===== src/common/ssq_pkg.sv =====
// Shared constants of the stop and link fault sequencer
package ssq_pkg;
    // Register byte offsets
    localparam logic [7:0] SSQ_CTRL_OFS = 8'h00;
    localparam logic [7:0] SSQ_WAIT_OFS = 8'h04;
    localparam logic [7:0] SSQ_COUNT_OFS = 8'h08;
    localparam logic [7:0] SSQ_STATUS_OFS = 8'h0C;
    localparam logic [7:0] SSQ_HIST_OFS = 8'h10;
    // Control, wait and count register fields
    localparam int SSQ_STOP_LSB = 0;
    localparam int SSQ_STOP_W = 14;
    localparam int SSQ_MODE_LSB = 16;
    localparam int SSQ_MODE_W = 2;
    localparam int SSQ_WAIT_W = 14;
    localparam int SSQ_CNT_W = 16;
    // Stop method encodings and ranges, wait time maximum
    localparam logic [13:0] SSQ_STOP_DECEL = 14'h270F;
    localparam logic [13:0] SSQ_STOP_TWO_WIRE = 14'h22B8;
    localparam logic [13:0] SSQ_STOP_SHORT_MAX = 14'h0064;
    localparam logic [13:0] SSQ_STOP_LONG_MIN = 14'h03E8;
    localparam logic [13:0] SSQ_STOP_LONG_MAX = 14'h044C;
    localparam logic [13:0] SSQ_WAIT_MAX = 14'h270E;
    // Fault stop modes
    localparam logic [1:0] SSQ_MODE_COAST = 2'h0;
    localparam logic [1:0] SSQ_MODE_DECEL_ALARM = 2'h1;
    localparam logic [1:0] SSQ_MODE_DECEL_RESTART = 2'h2;
    // Fault data codes
    localparam logic [7:0] SSQ_LINE_CODE = 8'hA0;
    localparam logic [7:0] SSQ_MCU_CODE = 8'hF3;
    // Reset values
    localparam logic [13:0] SSQ_STOP_RESET = SSQ_STOP_DECEL;
    localparam logic [1:0] SSQ_MODE_RESET = SSQ_MODE_COAST;
    localparam logic [13:0] SSQ_WAIT_RESET = 14'h0000;
    // Timing
    localparam longint SSQ_CLK_PERIOD_NS = 50;
    localparam longint SSQ_TENTH_NS = 100000000;
    localparam int SSQ_TENTH_CYCLES = int'((SSQ_TENTH_NS + SSQ_CLK_PERIOD_NS - 1)
                                           / SSQ_CLK_PERIOD_NS);
    localparam int SSQ_TENTHS_PER_SEC = 10;
    localparam int SSQ_SAVE_TENTHS = 36000;
    // Sequencer states, one-hot
    typedef enum logic [6:0] {
        SSQ_IDLE = 7'h01,
        SSQ_RUN = 7'h02,
        SSQ_DECEL = 7'h04,
        SSQ_DELAY = 7'h08,
        SSQ_COAST = 7'h10,
        SSQ_FDECEL = 7'h20,
        SSQ_FHOLD = 7'h40
    } ssq_state_e;
endpackage : ssq_pkg


===== src/design/ssq_sequencer.sv =====
// Stop method and link fault sequencer with APB registers
`timescale 1ns/1ps
// Overview of operation
// 9999: decelerate to stop on run removal
// 0-100 s: coast after delay elapses
// 8888: forward runs, reverse selects direction
// 1000-1100: two-wire inputs, coast after delay
// Running indicator drops when output stops
// Restart while coasting begins at zero
// Zero delay cuts output at once
// Line fault recognised after full wait
// Early line recovery raises no fault
// Count every line fault onset except one in the restore cycle after reset
// Software clears counter by writing zero
// Counter saved hourly, restored after reset
// Recognised fault reaction per stop mode
// After clearing: hold in 0/1, restart 2
// Internal fault acts at once, holds
// Codes A0 line, F3 internal
// Alarm on relay and status bit
// Fault ramps use normal ramp times
// Mode 2 restart resumes prior command
// Mode 2 reaccelerates if cleared decelerating
// History written only when alarm asserted
// Wait timer restarts at onset, clears
module ssq_sequencer
    import ssq_pkg::*;
#(
    parameter int TENTH_CYCLES = SSQ_TENTH_CYCLES
) (
    // Clock and reset
    input wire logic ref_clk_in,
    input wire logic reset_n_in,
    // APB slave
    input wire logic psel_in,
    input wire logic penable_in,
    input wire logic pwrite_in,
    input wire logic [7:0] paddr_in,
    input wire logic [31:0] pwdata_in,
    output logic [31:0] prdata_out,
    output logic pready_out,
    output logic pslverr_out,
    // Run inputs and fault sources
    input wire logic forward_run_input_in,
    input wire logic reverse_run_input_in,
    input wire logic line_fault_in,
    input wire logic mcu_fault_in,
    input wire logic motor_stopped_in,
    // Non-volatile counter store
    input wire logic [15:0] nv_count_in,
    output logic [15:0] nv_count_out,
    output logic nv_save_out,
    // Drive control
    output logic drive_enable_out,
    output logic decel_out,
    output logic start_from_zero_out,
    output logic reverse_out,
    output logic running_out,
    // Fault reporting
    output logic fault_relay_output_out,
    output logic alarm_bit_out,
    output logic [7:0] line_fault_code_out,
    output logic [7:0] display_code_out
);
    ssq_state_e state_reg, state_next;
    logic [13:0] stop_method_setting_reg;
    logic [1:0] fault_stop_mode_reg;
    logic [13:0] line_fault_wait_time_reg;
    logic [15:0] line_fault_counter_reg;
    logic [7:0] history_reg;
    logic restore_reg;
    logic [31:0] tenth_cnt_reg;
    logic [3:0] sec_cnt_reg;
    logic [31:0] wait_pre_reg;
    logic [13:0] wait_cnt_reg;
    logic [15:0] save_cnt_reg;
    logic [6:0] delay_cnt_reg;
    logic line_prev_reg, line_recog_reg, mcu_seen_reg;
    logic saved_rev_reg;
    logic alarm_reg, pending_alarm_reg;
    logic [7:0] code_reg, pending_code_reg;
    logic tenth_tick, sec_tick, two_wire, run_cmd, rev_cmd, delay_done, line_onset;
    logic wr_en, rd_setup, addr_ok, clear_write;
    logic [31:0] rd_data;
    logic [6:0] delay_secs;

    function automatic logic is_long(input logic [13:0] s);
        is_long = (s >= SSQ_STOP_LONG_MIN) && (s <= SSQ_STOP_LONG_MAX);
    endfunction : is_long

    // APB decode
    assign rd_setup = psel_in && !penable_in;
    assign wr_en = psel_in && penable_in && pready_out && pwrite_in && addr_ok;
    assign clear_write = wr_en && (paddr_in == SSQ_COUNT_OFS) && (pwdata_in == 32'h0);
    assign line_onset = line_fault_in && !line_prev_reg;

    always_comb begin
        addr_ok = 1'b1;
        rd_data = 32'h0;
        case (paddr_in)
            SSQ_CTRL_OFS: begin
                rd_data[SSQ_STOP_LSB +: SSQ_STOP_W] = stop_method_setting_reg;
                rd_data[SSQ_MODE_LSB +: SSQ_MODE_W] = fault_stop_mode_reg;
            end
            SSQ_WAIT_OFS: rd_data[SSQ_WAIT_W-1:0] = line_fault_wait_time_reg;
            SSQ_COUNT_OFS: rd_data[SSQ_CNT_W-1:0] = line_fault_counter_reg;
            SSQ_STATUS_OFS: rd_data = {8'h00, code_reg, 9'h000, state_reg};
            SSQ_HIST_OFS: rd_data = {24'h000000, history_reg};
            default: addr_ok = 1'b0;
        endcase
    end

    always_ff @(posedge ref_clk_in or negedge reset_n_in) begin
        if (!reset_n_in) begin
            pready_out <= 1'b0;
            pslverr_out <= 1'b0;
            prdata_out <= 32'h0;
        end else begin
            pready_out <= rd_setup;
            pslverr_out <= rd_setup && !addr_ok;
            if (rd_setup) begin
                prdata_out <= pwrite_in ? 32'h0 : rd_data;
            end
        end
    end

    // Settings registers
    always_ff @(posedge ref_clk_in or negedge reset_n_in) begin
        if (!reset_n_in) begin
            stop_method_setting_reg <= SSQ_STOP_RESET;
            fault_stop_mode_reg <= SSQ_MODE_RESET;
            line_fault_wait_time_reg <= SSQ_WAIT_RESET;
        end else if (wr_en) begin
            if (paddr_in == SSQ_CTRL_OFS) begin
                stop_method_setting_reg <= pwdata_in[SSQ_STOP_LSB +: SSQ_STOP_W];
                if (pwdata_in[SSQ_MODE_LSB +: SSQ_MODE_W] <= SSQ_MODE_DECEL_RESTART) begin
                    fault_stop_mode_reg <= pwdata_in[SSQ_MODE_LSB +: SSQ_MODE_W];
                end
            end
            if (paddr_in == SSQ_WAIT_OFS && pwdata_in[SSQ_WAIT_W-1:0] <= SSQ_WAIT_MAX) begin
                line_fault_wait_time_reg <= pwdata_in[SSQ_WAIT_W-1:0];
            end
        end
    end

    // Tenth-second and second timebase
    assign tenth_tick = (tenth_cnt_reg == 32'(TENTH_CYCLES - 1));
    assign sec_tick = tenth_tick && (sec_cnt_reg == 4'(SSQ_TENTHS_PER_SEC - 1));
    always_ff @(posedge ref_clk_in or negedge reset_n_in) begin
        if (!reset_n_in) begin
            tenth_cnt_reg <= 32'h0;
            sec_cnt_reg <= 4'h0;
        end else begin
            tenth_cnt_reg <= tenth_tick ? 32'h0 : tenth_cnt_reg + 32'h1;
            if (tenth_tick) begin
                sec_cnt_reg <= sec_tick ? 4'h0 : sec_cnt_reg + 4'h1;
            end
        end
    end

    // Counter, hourly save and restore
    always_ff @(posedge ref_clk_in or negedge reset_n_in) begin
        if (!reset_n_in) begin
            line_fault_counter_reg <= 16'h0;
            restore_reg <= 1'b1;
            save_cnt_reg <= 16'h0;
            nv_save_out <= 1'b0;
            nv_count_out <= 16'h0;
            line_prev_reg <= 1'b0;
        end else begin
            restore_reg <= 1'b0;
            line_prev_reg <= line_fault_in;
            nv_save_out <= 1'b0;
            if (restore_reg) begin
                line_fault_counter_reg <= nv_count_in;
            end else if (line_onset) begin
                line_fault_counter_reg <= clear_write ? 16'h1 : line_fault_counter_reg + 16'h1;
            end else if (clear_write) begin
                line_fault_counter_reg <= 16'h0;
            end
            if (tenth_tick) begin
                save_cnt_reg <= (save_cnt_reg == 16'(SSQ_SAVE_TENTHS - 1)) ? 16'h0
                              : save_cnt_reg + 16'h1;
                if (save_cnt_reg == 16'(SSQ_SAVE_TENTHS - 1)) begin
                    nv_save_out <= 1'b1;
                    nv_count_out <= line_fault_counter_reg;
                end
            end
        end
    end

    // Line fault recognition timer
    always_ff @(posedge ref_clk_in or negedge reset_n_in) begin
        if (!reset_n_in) begin
            wait_pre_reg <= 32'h0;
            wait_cnt_reg <= 14'h0;
            line_recog_reg <= 1'b0;
        end else if (!line_fault_in || line_onset) begin
            wait_pre_reg <= 32'h0;
            wait_cnt_reg <= 14'h0;
            line_recog_reg <= 1'b0;
        end else begin
            if (wait_cnt_reg >= line_fault_wait_time_reg) begin
                line_recog_reg <= 1'b1;
            end else if (wait_pre_reg == 32'(TENTH_CYCLES - 1)) begin
                wait_pre_reg <= 32'h0;
                wait_cnt_reg <= wait_cnt_reg + 14'h1;
            end else begin
                wait_pre_reg <= wait_pre_reg + 32'h1;
            end
        end
    end

    // Run command decode
    assign two_wire = (stop_method_setting_reg == SSQ_STOP_TWO_WIRE)
                   || is_long(stop_method_setting_reg);
    always_comb begin
        if (two_wire) begin
            run_cmd = forward_run_input_in;
            rev_cmd = reverse_run_input_in;
        end else begin
            run_cmd = forward_run_input_in ^ reverse_run_input_in;
            rev_cmd = reverse_run_input_in;
        end
    end
    assign delay_secs = is_long(stop_method_setting_reg)
        ? 7'(stop_method_setting_reg - SSQ_STOP_LONG_MIN)
        : 7'(stop_method_setting_reg);
    assign delay_done = (delay_cnt_reg >= delay_secs);

    // Stop delay counter
    always_ff @(posedge ref_clk_in or negedge reset_n_in) begin
        if (!reset_n_in) begin
            delay_cnt_reg <= 7'h0;
        end else if (state_reg != SSQ_DELAY) begin
            delay_cnt_reg <= 7'h0;
        end else if (sec_tick && !delay_done) begin
            delay_cnt_reg <= delay_cnt_reg + 7'h1;
        end
    end

    // Sequencer
    always_comb begin
        state_next = state_reg;
        case (state_reg)
            SSQ_IDLE, SSQ_COAST: begin
                if (run_cmd) begin
                    state_next = SSQ_RUN;
                end
            end
            SSQ_RUN, SSQ_DELAY: begin
                if (!run_cmd) begin
                    if (stop_method_setting_reg == SSQ_STOP_DECEL
                        || stop_method_setting_reg == SSQ_STOP_TWO_WIRE) begin
                        state_next = SSQ_DECEL;
                    end else if (state_reg == SSQ_RUN && delay_secs != 7'h0) begin
                        state_next = SSQ_DELAY;
                    end else if (state_reg == SSQ_RUN || delay_done) begin
                        state_next = SSQ_COAST;
                    end
                end else if (state_reg == SSQ_DELAY) begin
                    state_next = SSQ_RUN;
                end
            end
            SSQ_DECEL: begin
                if (run_cmd) begin
                    state_next = SSQ_RUN;
                end else if (motor_stopped_in) begin
                    state_next = SSQ_IDLE;
                end
            end
            SSQ_FDECEL: begin
                if (motor_stopped_in) begin
                    state_next = SSQ_FHOLD;
                end
            end
            SSQ_FHOLD: state_next = SSQ_FHOLD;
            default: state_next = SSQ_IDLE;
        endcase
        if (state_reg != SSQ_FHOLD && state_reg != SSQ_FDECEL && !mcu_seen_reg) begin
            if (mcu_fault_in || line_recog_reg) begin
                state_next = (fault_stop_mode_reg == SSQ_MODE_COAST) ? SSQ_FHOLD
                           : SSQ_FDECEL;
            end
        end
        if (state_reg == SSQ_FHOLD || state_reg == SSQ_FDECEL) begin
            if (fault_stop_mode_reg == SSQ_MODE_DECEL_RESTART && !mcu_seen_reg
                && !mcu_fault_in && !line_fault_in) begin
                state_next = SSQ_RUN;
            end
        end
    end

    always_ff @(posedge ref_clk_in or negedge reset_n_in) begin
        if (!reset_n_in) begin
            state_reg <= SSQ_IDLE;
            drive_enable_out <= 1'b0;
            running_out <= 1'b0;
            decel_out <= 1'b0;
            start_from_zero_out <= 1'b0;
            reverse_out <= 1'b0;
            saved_rev_reg <= 1'b0;
        end else begin
            state_reg <= state_next;
            drive_enable_out <= (state_next == SSQ_RUN) || (state_next == SSQ_DECEL)
                             || (state_next == SSQ_DELAY) || (state_next == SSQ_FDECEL);
            running_out <= (state_next == SSQ_RUN) || (state_next == SSQ_DECEL)
                        || (state_next == SSQ_DELAY) || (state_next == SSQ_FDECEL);
            decel_out <= (state_next == SSQ_DECEL) || (state_next == SSQ_FDECEL);
            start_from_zero_out <= (state_next == SSQ_RUN) && (state_reg == SSQ_COAST
                                || state_reg == SSQ_IDLE || state_reg == SSQ_FHOLD);
            if (line_onset) begin
                saved_rev_reg <= reverse_out;
            end
            if (state_next == SSQ_RUN && (state_reg == SSQ_FDECEL || state_reg == SSQ_FHOLD)) begin
                reverse_out <= saved_rev_reg;
            end else if (state_next == SSQ_RUN || state_next == SSQ_DELAY) begin
                reverse_out <= rev_cmd;
            end
        end
    end

    // Fault code, alarm and history
    always_ff @(posedge ref_clk_in or negedge reset_n_in) begin
        if (!reset_n_in) begin
            mcu_seen_reg <= 1'b0;
            alarm_reg <= 1'b0;
            pending_alarm_reg <= 1'b0;
            code_reg <= 8'h00;
            pending_code_reg <= 8'h00;
            history_reg <= 8'h00;
        end else begin
            if (mcu_fault_in && !mcu_seen_reg) begin
                mcu_seen_reg <= 1'b1;
                pending_code_reg <= SSQ_MCU_CODE;
                pending_alarm_reg <= 1'b1;
            end else if (line_recog_reg && state_reg != SSQ_FHOLD && state_reg != SSQ_FDECEL
                         && !mcu_seen_reg) begin
                pending_code_reg <= SSQ_LINE_CODE;
                pending_alarm_reg <= (fault_stop_mode_reg != SSQ_MODE_DECEL_RESTART);
            end
            if (state_next == SSQ_FHOLD && state_reg != SSQ_FHOLD) begin
                code_reg <= mcu_fault_in && !mcu_seen_reg ? SSQ_MCU_CODE
                          : (line_recog_reg && state_reg != SSQ_FDECEL) ? SSQ_LINE_CODE
                          : pending_code_reg;
                alarm_reg <= alarm_reg || (mcu_fault_in && !mcu_seen_reg)
                          || (state_reg == SSQ_FDECEL ? pending_alarm_reg
                          : fault_stop_mode_reg != SSQ_MODE_DECEL_RESTART);
                if ((mcu_fault_in && !mcu_seen_reg) || (state_reg == SSQ_FDECEL
                    ? pending_alarm_reg : fault_stop_mode_reg != SSQ_MODE_DECEL_RESTART)) begin
                    history_reg <= (mcu_fault_in && !mcu_seen_reg) ? SSQ_MCU_CODE
                                 : (state_reg == SSQ_FDECEL ? pending_code_reg
                                 : SSQ_LINE_CODE);
                end
            end
        end
    end

    always_ff @(posedge ref_clk_in or negedge reset_n_in) begin
        if (!reset_n_in) begin
            fault_relay_output_out <= 1'b0;
            alarm_bit_out <= 1'b0;
            line_fault_code_out <= 8'h00;
            display_code_out <= 8'h00;
        end else begin
            fault_relay_output_out <= alarm_reg;
            alarm_bit_out <= alarm_reg;
            line_fault_code_out <= code_reg;
            display_code_out <= (state_reg == SSQ_FHOLD) ? code_reg : history_reg;
        end
    end
endmodule : ssq_sequencer


===== config.mk =====
export PLATFORM = sky130hd
export DESIGN_NAME = ssq_sequencer
export DESIGN_NICKNAME = d
export VERILOG_FILES = /design/src/common/ssq_pkg.sv /design/src/design/ssq_sequencer.sv
export SDC_FILE = /design/constraint.sdc
export NUM_CORES = 1
export LEC_CHECK = 0
export BUFFER_PORTS_ARGS = -buffer_cell sky130_fd_sc_hd__buf_2
export CORE_AREA = 4 4 163 165
export CTS_CLUSTER_DIAMETER = 40
export DETAILED_ROUTE_END_ITERATION = 8
export DIE_AREA = 0 0 167 169
export PLACE_DENSITY = 0.66
export SYNTH_ARGS = -nofsm -noshare
export SYNTH_HDL_FRONTEND = slang
export SYNTH_SLANG_ARGS = --single-unit

===== constraint.sdc =====
create_clock -name ref_clk_in -period 4.1 [get_ports ref_clk_in]
set_input_delay 0.205 -clock ref_clk_in [delete_from_list [all_inputs] [get_ports ref_clk_in]]
set_output_delay 0.205 -clock ref_clk_in [all_outputs]
set_load 0.005 [all_outputs]

==> flow_summary_export.csv, run 1 <==
group,metric,value,unit
run_status,status,"complete, no violations",
global_routing,grtUsageMet2,35.9,%
clock_network,cts_num_sinks,219,
yosys,synth_cell_types,71,
yosys,ys_dominant_reg_cell,"sky130_fd_sc_hd__dfrtp_1",
drt,drt-pass1-iter-count,6,
critical_path,critical_path_peak_fanout,7,
timing,period_share,92.0,%
global_routing,grt_pass1_wl,50900,µm
die,design.die.area,28200,µm²
yosys,yosysWarnings,0,
final_layout,syn2layout_area_growth,20.9,%
timing,timing_max_transition_violations_final,0,
clock_network,cts_resized,0,
clock_network,cts_max_level,2,
clock_network,setup_bufs_post_cts,0,
timing,final-setup-viol-count,0,
yosys,most_repeated_cell_in_the_gate_level_netlist_after_synthesis,"sky130_fd_sc_hd__dfrtp_1",
die,row_count,58,
global_routing,gr-usage-met3,3.20,%
global_routing,overflow,0,
worst_hold_path,holdCritPathClass,"in2reg",
timing,relSlewSlack,25.6,%
final_layout,antennaDiodeCount,0,
final_layout,layout.core_utilization,56.6,%
die,io_pins,140,
drt,drt.antenna.violating_nets,0,
yosys,yosys.area.top_type_share,44.6,%
drt,detailedRoute.firstIterationViolations,768,
drt,routed-via-count,9804,
yosys,synthesis.instances,1232,
yosys,synth.top_cells.by_area,"sky130_fd_sc_hd__dfrtp_1 (45%), sky130_fd_sc_hd__nand2_1 (4.6%), sky130_fd_sc_hd__o21ai_0 (3.3%)",
final_layout,fin_nets,1480,
timing,finClkSkew,0.0324,ns
global_routing,gr-max-usage-layer,"met2",
die,die_h,169,µm
global_routing,first_global_vias,9537,
yosys,synth.yosys.seq_area_share,46.8,%
timing,grt_setup_unrepaired,"false",
placed_design,place.port_buffers,125,
clock_network,cts_tree,"yes",
power,leakage_dissipation,0.00644,µW
clock_network,cts-root-to-sink-buffers,3,
critical_path,critPathKind,"reg2reg",
yosys,synth.cell_area,11700,µm²
drt,average_via_count_per_standard_cell,5.62,
yosys,synth-seq-cells,219,
placed_design,hpwlAfterDp,22800,µm
global_routing,grt_antenna_before_repair,0,
yosys,syn_area_per_cell,9.52,µm²
yosys,synth_enable_flop_cells,0,
timing,min_period,3.77,ns
yosys,biggest_area_consumer_among_synthesized_cells,"sky130_fd_sc_hd__dfrtp_1",
critical_path,worst_ep_required_time,4.52,ns
clock_network,postCtsHoldBufs,32,
clock_network,cts-buffers-inserted,37,
placed_design,globalplace.congestion,0.919,
drt,drc,0,
timing,worstMarginPinSlew,1.11,ns
clock_network,cts_root_cell,"sky130_fd_sc_hd__clkbuf_16",
critical_path,launching_element_type_of_the_critical_path,"register",
critical_path,critical_path.endpoint_type,"register",
clock_network,path_clk_slew,0.06,ns
power,power_density,417,nW/µm²
global_routing,grtUsageMet1,31.0,%
final_layout,fillerInstances,2209,
clock_network,worstSkewPairLatency,0.52,ns
timing,fmax,265,MHz
yosys,synth_common_cells,"sky130_fd_sc_hd__dfrtp_1 (209), sky130_fd_sc_hd__nand2_1 (144), sky130_fd_sc_hd__nor2_1 (79)",
power,vdd.ir_drop.worst,0.000299,V
timing,hold_viol_final,0,
final_layout,drive_above_1_share,18.9,%
yosys,synthArstFlopShare,100,%
global_routing,maximum_number_of_pins_on_one_net_before_global_route_repair,111,
flow_run,timing.max_cap.violations,0,
die,initial_utilization,46.8,%
drt,drt-wirelength-per-cell,17.9,µm
die,dieWidth,167,µm
critical_path,arrival,4.19,ns
timing,setup-tns-final,0,ns
drt,routed_wirelength,31300,µm
die,design.core.area,25000,µm²
global_routing,groute.usage.overall,22.0,%
==> cells in the final DEF (no fill, tap or decap), types with 31 or more instances in the layout <==
| cell | instances |
|---|---|
| sky130_fd_sc_hd__xor2_1 | 31 |
| sky130_fd_sc_hd__buf_2 | 124 |
| sky130_fd_sc_hd__mux2_2 | 31 |
| sky130_fd_sc_hd__dlygate4sd3_1 | 32 |
| sky130_fd_sc_hd__inv_1 | 50 |
| sky130_fd_sc_hd__nand4_1 | 37 |
| sky130_fd_sc_hd__o21ai_0 | 77 |
| sky130_fd_sc_hd__xnor2_1 | 41 |
| sky130_fd_sc_hd__dfrtp_1 | 209 |
| sky130_fd_sc_hd__nand3_1 | 58 |
| sky130_fd_sc_hd__nor2_1 | 79 |
| sky130_fd_sc_hd__a21oi_1 | 69 |
| sky130_fd_sc_hd__clkbuf_16 | 39 |
| sky130_fd_sc_hd__nand2_1 | 144 |
==> routing by layer <==
layer  wire length (µm)  up-vias
met5                  0        -
met4                842        0
met3               1610       65
met2              14500      259
met1              14300     4755
li1                   -     4725
==> kinds of logic after synthesis <==
kind of cell / count (synthesis) / synth area share (%)
buffers and inverters: 121 / 4.76
adder cells (fa/ha/maj): 30 / 3.20
AND/OR/NAND/NOR: 499 / 22.3
other: 1 / 0.0320
flip-flops: 219 / 46.8
XOR/XNOR: 72 / 5.38
AO/OA/AOI/OAI: 239 / 12.6
multiplexers: 51 / 4.90
==> final cells by class <==
cell class | count | area [µm²] | share of cell area [%]
timing repair buffer | 170 | 1070 | 7.52
tap | 330 | 413 | 2.91
clock inverter | 21 | 211 | 1.49
multi-input combinational | 906 | 5750 | 40.6
inverter | 50 | 188 | 1.32
clock buffer | 47 | 1060 | 7.45
sequential | 219 | 5490 | 38.7
==> through the flow <==
stage                     instance area, µm²  instances  total power, µW  hold slack, ns  setup WS (ns)
final                                  14200       1743             5910          0.0226          0.329
after CTS                              14200       1743             5970         0.00348          0.364
after floorplan                        11800       1246             2610         -0.0906          0.547
after global routing                   14200       1743             6130          0.0345         0.0508
after global placement                 12600       1643             2800           0.343          0.591
after detailed placement               12600       1643             2810           0.340          0.425
==> worst paths after layout <==
path	to	cells past startpoint	start	slack [ns]
max in group asynchronous	stop_method_setting_reg[1]	3	reset_n_in	2.73
min in group asynchronous	tenth_cnt_reg[9]	2	reset_n_in	0.37
min reg2reg	alarm_bit_out	0	alarm_reg	0.37
max	delay_cnt_reg[6]	14	stop_method_setting_reg[10]	0.33
min	fault_stop_mode_reg[1]	3	pwdata_in[17]	0.02
max reg2reg	delay_cnt_reg[6]	14	stop_method_setting_reg[10]	0.33
==> where the power goes <==
part	switching, µW	internal (µW)
Clock	1130	1980
Sequential	95.1	2230
Combinational	266	203
Total	1490	4420
==> worst max-delay path, stage by stage (launching register included) <==
cell and delay, ns:
sky130_fd_sc_hd__dfstp_2 0.56, sky130_fd_sc_hd__nor4b_1 0.49, sky130_fd_sc_hd__nand3_1 0.14, sky130_fd_sc_hd__a21oi_1 0.22, sky130_fd_sc_hd__buf_4 0.17, sky130_fd_sc_hd__nor2b_1 0.16
sky130_fd_sc_hd__xnor2_1 0.14, sky130_fd_sc_hd__ha_1 0.27, sky130_fd_sc_hd__nand4_1 0.07, sky130_fd_sc_hd__and3_1 0.15, sky130_fd_sc_hd__o21ai_0 0.24, sky130_fd_sc_hd__nor4_4 0.38
sky130_fd_sc_hd__nand4_2 0.16, sky130_fd_sc_hd__or3_1 0.36, sky130_fd_sc_hd__a21oi_1 0.14
No activity file was read; power rests on OpenSTA's default activity.
==> run 2, diff against run 1 <==
CELL_PAD_IN_SITES_DETAIL_PLACEMENT = 1   (was unset)
CELL_PAD_IN_SITES_GLOBAL_PLACEMENT = 1   (was unset)
CORE_AREA = 4 4 165 167   (was 4 4 163 165)
CTS_CLUSTER_DIAMETER = 50   (was 40)
DIE_AREA = 0 0 169 171   (was 0 0 167 169)
PLACE_DENSITY = unset   (was 0.66)
PLACE_DENSITY_LB_ADDON = 0.1   (was unset)
==> run 2 against run 1 <==
Net effect:
- core utilization decreased by 2.1 points
- clock skew decreased by 0.015 ns
- non-clock buffer count decreased by 4
- combinational power increased by 0.9%
- cell count decreased by 0.23%
- die area increased by 2.4%
- total power decreased by 2.3%
- wire length increased by 13%
- first-iteration DRC count decreased by 25%
- setup slack improved by 0.0061 ns
- largest cell class unchanged
==> flow_summary_export.csv, run 2 (same netlist as run 1, synthesis figures left out) <==
group,metric,value,unit
die,initial_utilization,45.5,%
timing,min_period,3.76,ns
timing,relSlewSlack,36.5,%
clock_network,worstSkewPairLatency,0.50,ns
global_routing,first_global_vias,10619,
final_layout,layout.cells.most_common,"sky130_fd_sc_hd__dfrtp_1",
timing,setup-tns-final,0,ns
clock_network,setup_bufs_post_cts,0,
critical_path,critical_path_peak_fanout,7,
die,die_h,171,µm
final_layout,fin_nets,1474,
global_routing,grt_pass1_wl,57400,µm
global_routing,grt_antenna_before_repair,0,
timing,finClkSkew,0.0172,ns
drt,detailedRoute.firstIterationViolations,578,
timing,period_share,91.8,%
global_routing,gr-usage-met3,3.58,%
critical_path,arrival,4.17,ns
run_status,status,"complete, no violations",
timing,worstMarginPinSlew,0.945,ns
final_layout,layout_common_cells,"sky130_fd_sc_hd__dfrtp_1 (209), sky130_fd_sc_hd__nand2_1 (144), sky130_fd_sc_hd__buf_2 (124)",
drt,drt-wirelength-per-cell,20.4,µm
timing,final-setup-viol-count,0,
global_routing,grtUsageMet2,41.9,%
critical_path,critPathKind,"reg2reg",
power,vdd.ir_drop.worst,0.000314,V
die,dieWidth,169,µm
placed_design,place.port_buffers,125,
global_routing,gr-max-usage-layer,"met2",
clock_network,cts_num_sinks,219,
drt,drc,0,
die,design.core.area,25800,µm²
timing,grt_setup_unrepaired,"false",
die,row_count,59,
placed_design,hpwlAfterDp,25900,µm
clock_network,cts-buffers-inserted,35,
global_routing,grtUsageMet1,32.5,%
critical_path,cp_slowest_stage_delay,0.61,ns
final_layout,final-seq-area,5490,µm²
clock_network,cts_root_cell,"sky130_fd_sc_hd__clkbuf_16",
flow_run,timing.max_cap.violations,0,
drt,routed-via-count,10011,
timing,hold_viol_final,0,
drt,drt-pass1-iter-count,4,
drt,average_via_count_per_standard_cell,5.76,
critical_path,critical_path.endpoint_type,"register",
final_layout,syn2layout_area_growth,19.8,%
clock_network,cts-root-to-sink-buffers,3,
final_layout,drive_above_1_share,18.4,%
power,power_density,411,nW/µm²
drt,drt.antenna.violating_nets,0,
die,io_pins,140,
clock_network,path_clk_slew,0.05,ns
worst_hold_path,holdCritPathClass,"in2reg",
global_routing,maximum_number_of_pins_on_one_net_before_global_route_repair,101,
global_routing,groute.usage.overall,24.7,%
critical_path,timing.critical_path.slowest_stage_cell,"sky130_fd_sc_hd__dfstp_2",
global_routing,overflow,0,
final_layout,antennaDiodeCount,0,
final_layout,multiInputGateArea,5750,µm²
timing,timing_max_transition_violations_final,0,
critical_path,worst_ep_required_time,4.50,ns
timing,fmax,266,MHz
drt,routed_wirelength,35500,µm
final_layout,fillerInstances,2922,
die,design.die.area,28900,µm²
clock_network,cts_max_level,2,
critical_path,critical_path.cell_chain,"nor2_1 -> or3_1 -> a21oi_1 -> buf_4 -> nor2b_1 -> xnor2_1 -> ha_1 -> nand4_1 -> and3_1 -> o21ai_0 -> nor4_4 -> nand4_2 -> or3_1 -> a21oi_1",
clock_network,cts_tree,"yes",
critical_path,launching_element_type_of_the_critical_path,"register",
power,leakage_dissipation,0.00637,µW
final_layout,layout.core_utilization,54.5,%
placed_design,globalplace.congestion,0.914,
-- run 2: changes by cell type in the layout (fill, tap and decap cells not counted), sizes merged --
cell         before  now
clkbuf           47   45
bufinv            2    3
clkinvlp          2    3
dlygate4sd3      32   28
inv              60   54
clkinv            7    8
-- run 2: metal layers --
layer	wire, µm	up-vias
met3	1590	75
li1	-	4693
met2	17000	221
met5	0	-
met4	1220	0
met1	15700	5022
-- run 2: path summary, 6_finish.rpt --
path | from | end | slack, ns | cells past startpoint
setup / recovery | stop_method_setting_reg[3] | delay_cnt_reg[6] | 0.34 | 14
hold / removal | pwdata_in[5] | stop_method_setting_reg[5] | 0.03 | 2
max in group asynchronous | reset_n_in | stop_method_setting_reg[8] | 2.79 | 3
min in group asynchronous | reset_n_in | tenth_cnt_reg[27] | 0.36 | 2
hold reg to reg | alarm_reg | alarm_bit_out | 0.38 | 0
setup reg to reg | stop_method_setting_reg[3] | delay_cnt_reg[6] | 0.34 | 14
-- run 2: timing repair --
item,CTS,global route
endpoints found under the setup margin,0,1
hold buffers,28,0
gates resized for setup,0,1
hold endpoints to repair,119,0
-- run 2: layout make-up --
type                    count  area share (%)
clock buffers              45            6.95
clock inverters            18            1.42
inverters                  50            1.34
multi-input cells         906            40.9
repair buffers            166            7.30
well taps                 335            2.98
flip-flops and latches    219            39.1
-- run 2: per-stage QoR --
step | power, µW | hold slack [ns] | std cells | instance area [µm²] | setup WS, ns
global route | 5990 | 0.0179 | 1739 | 14000 | 0.0850
floorplan | 2610 | -0.0906 | 1246 | 11800 | 0.547
global placement | 2810 | 0.313 | 1648 | 12600 | 0.459
CTS | 5840 | 0.00606 | 1739 | 14000 | 0.251
finish | 5770 | 0.0347 | 1739 | 14000 | 0.335
detailed placement | 2820 | 0.319 | 1648 | 12600 | 0.312
-- run 2: power breakdown --
part / internal (µW) / switching (µW) / total (µW)
logic: 201 / 272 / 473
clock network: 1890 / 1080 / 2970
registers: 2230 / 100 / 2330
-- run 2: critical path: cells and delay by family, from the launching register on --
family | cells | cell delay [ns]
flip-flops | 1 | 0.61
buffers and inverters | 1 | 0.17
AND/OR/NAND/NOR | 8 | 1.94
XOR/XNOR | 1 | 0.13
AO/OA/AOI/OAI | 3 | 0.54
adder cells (fa/ha/maj) | 1 | 0.28
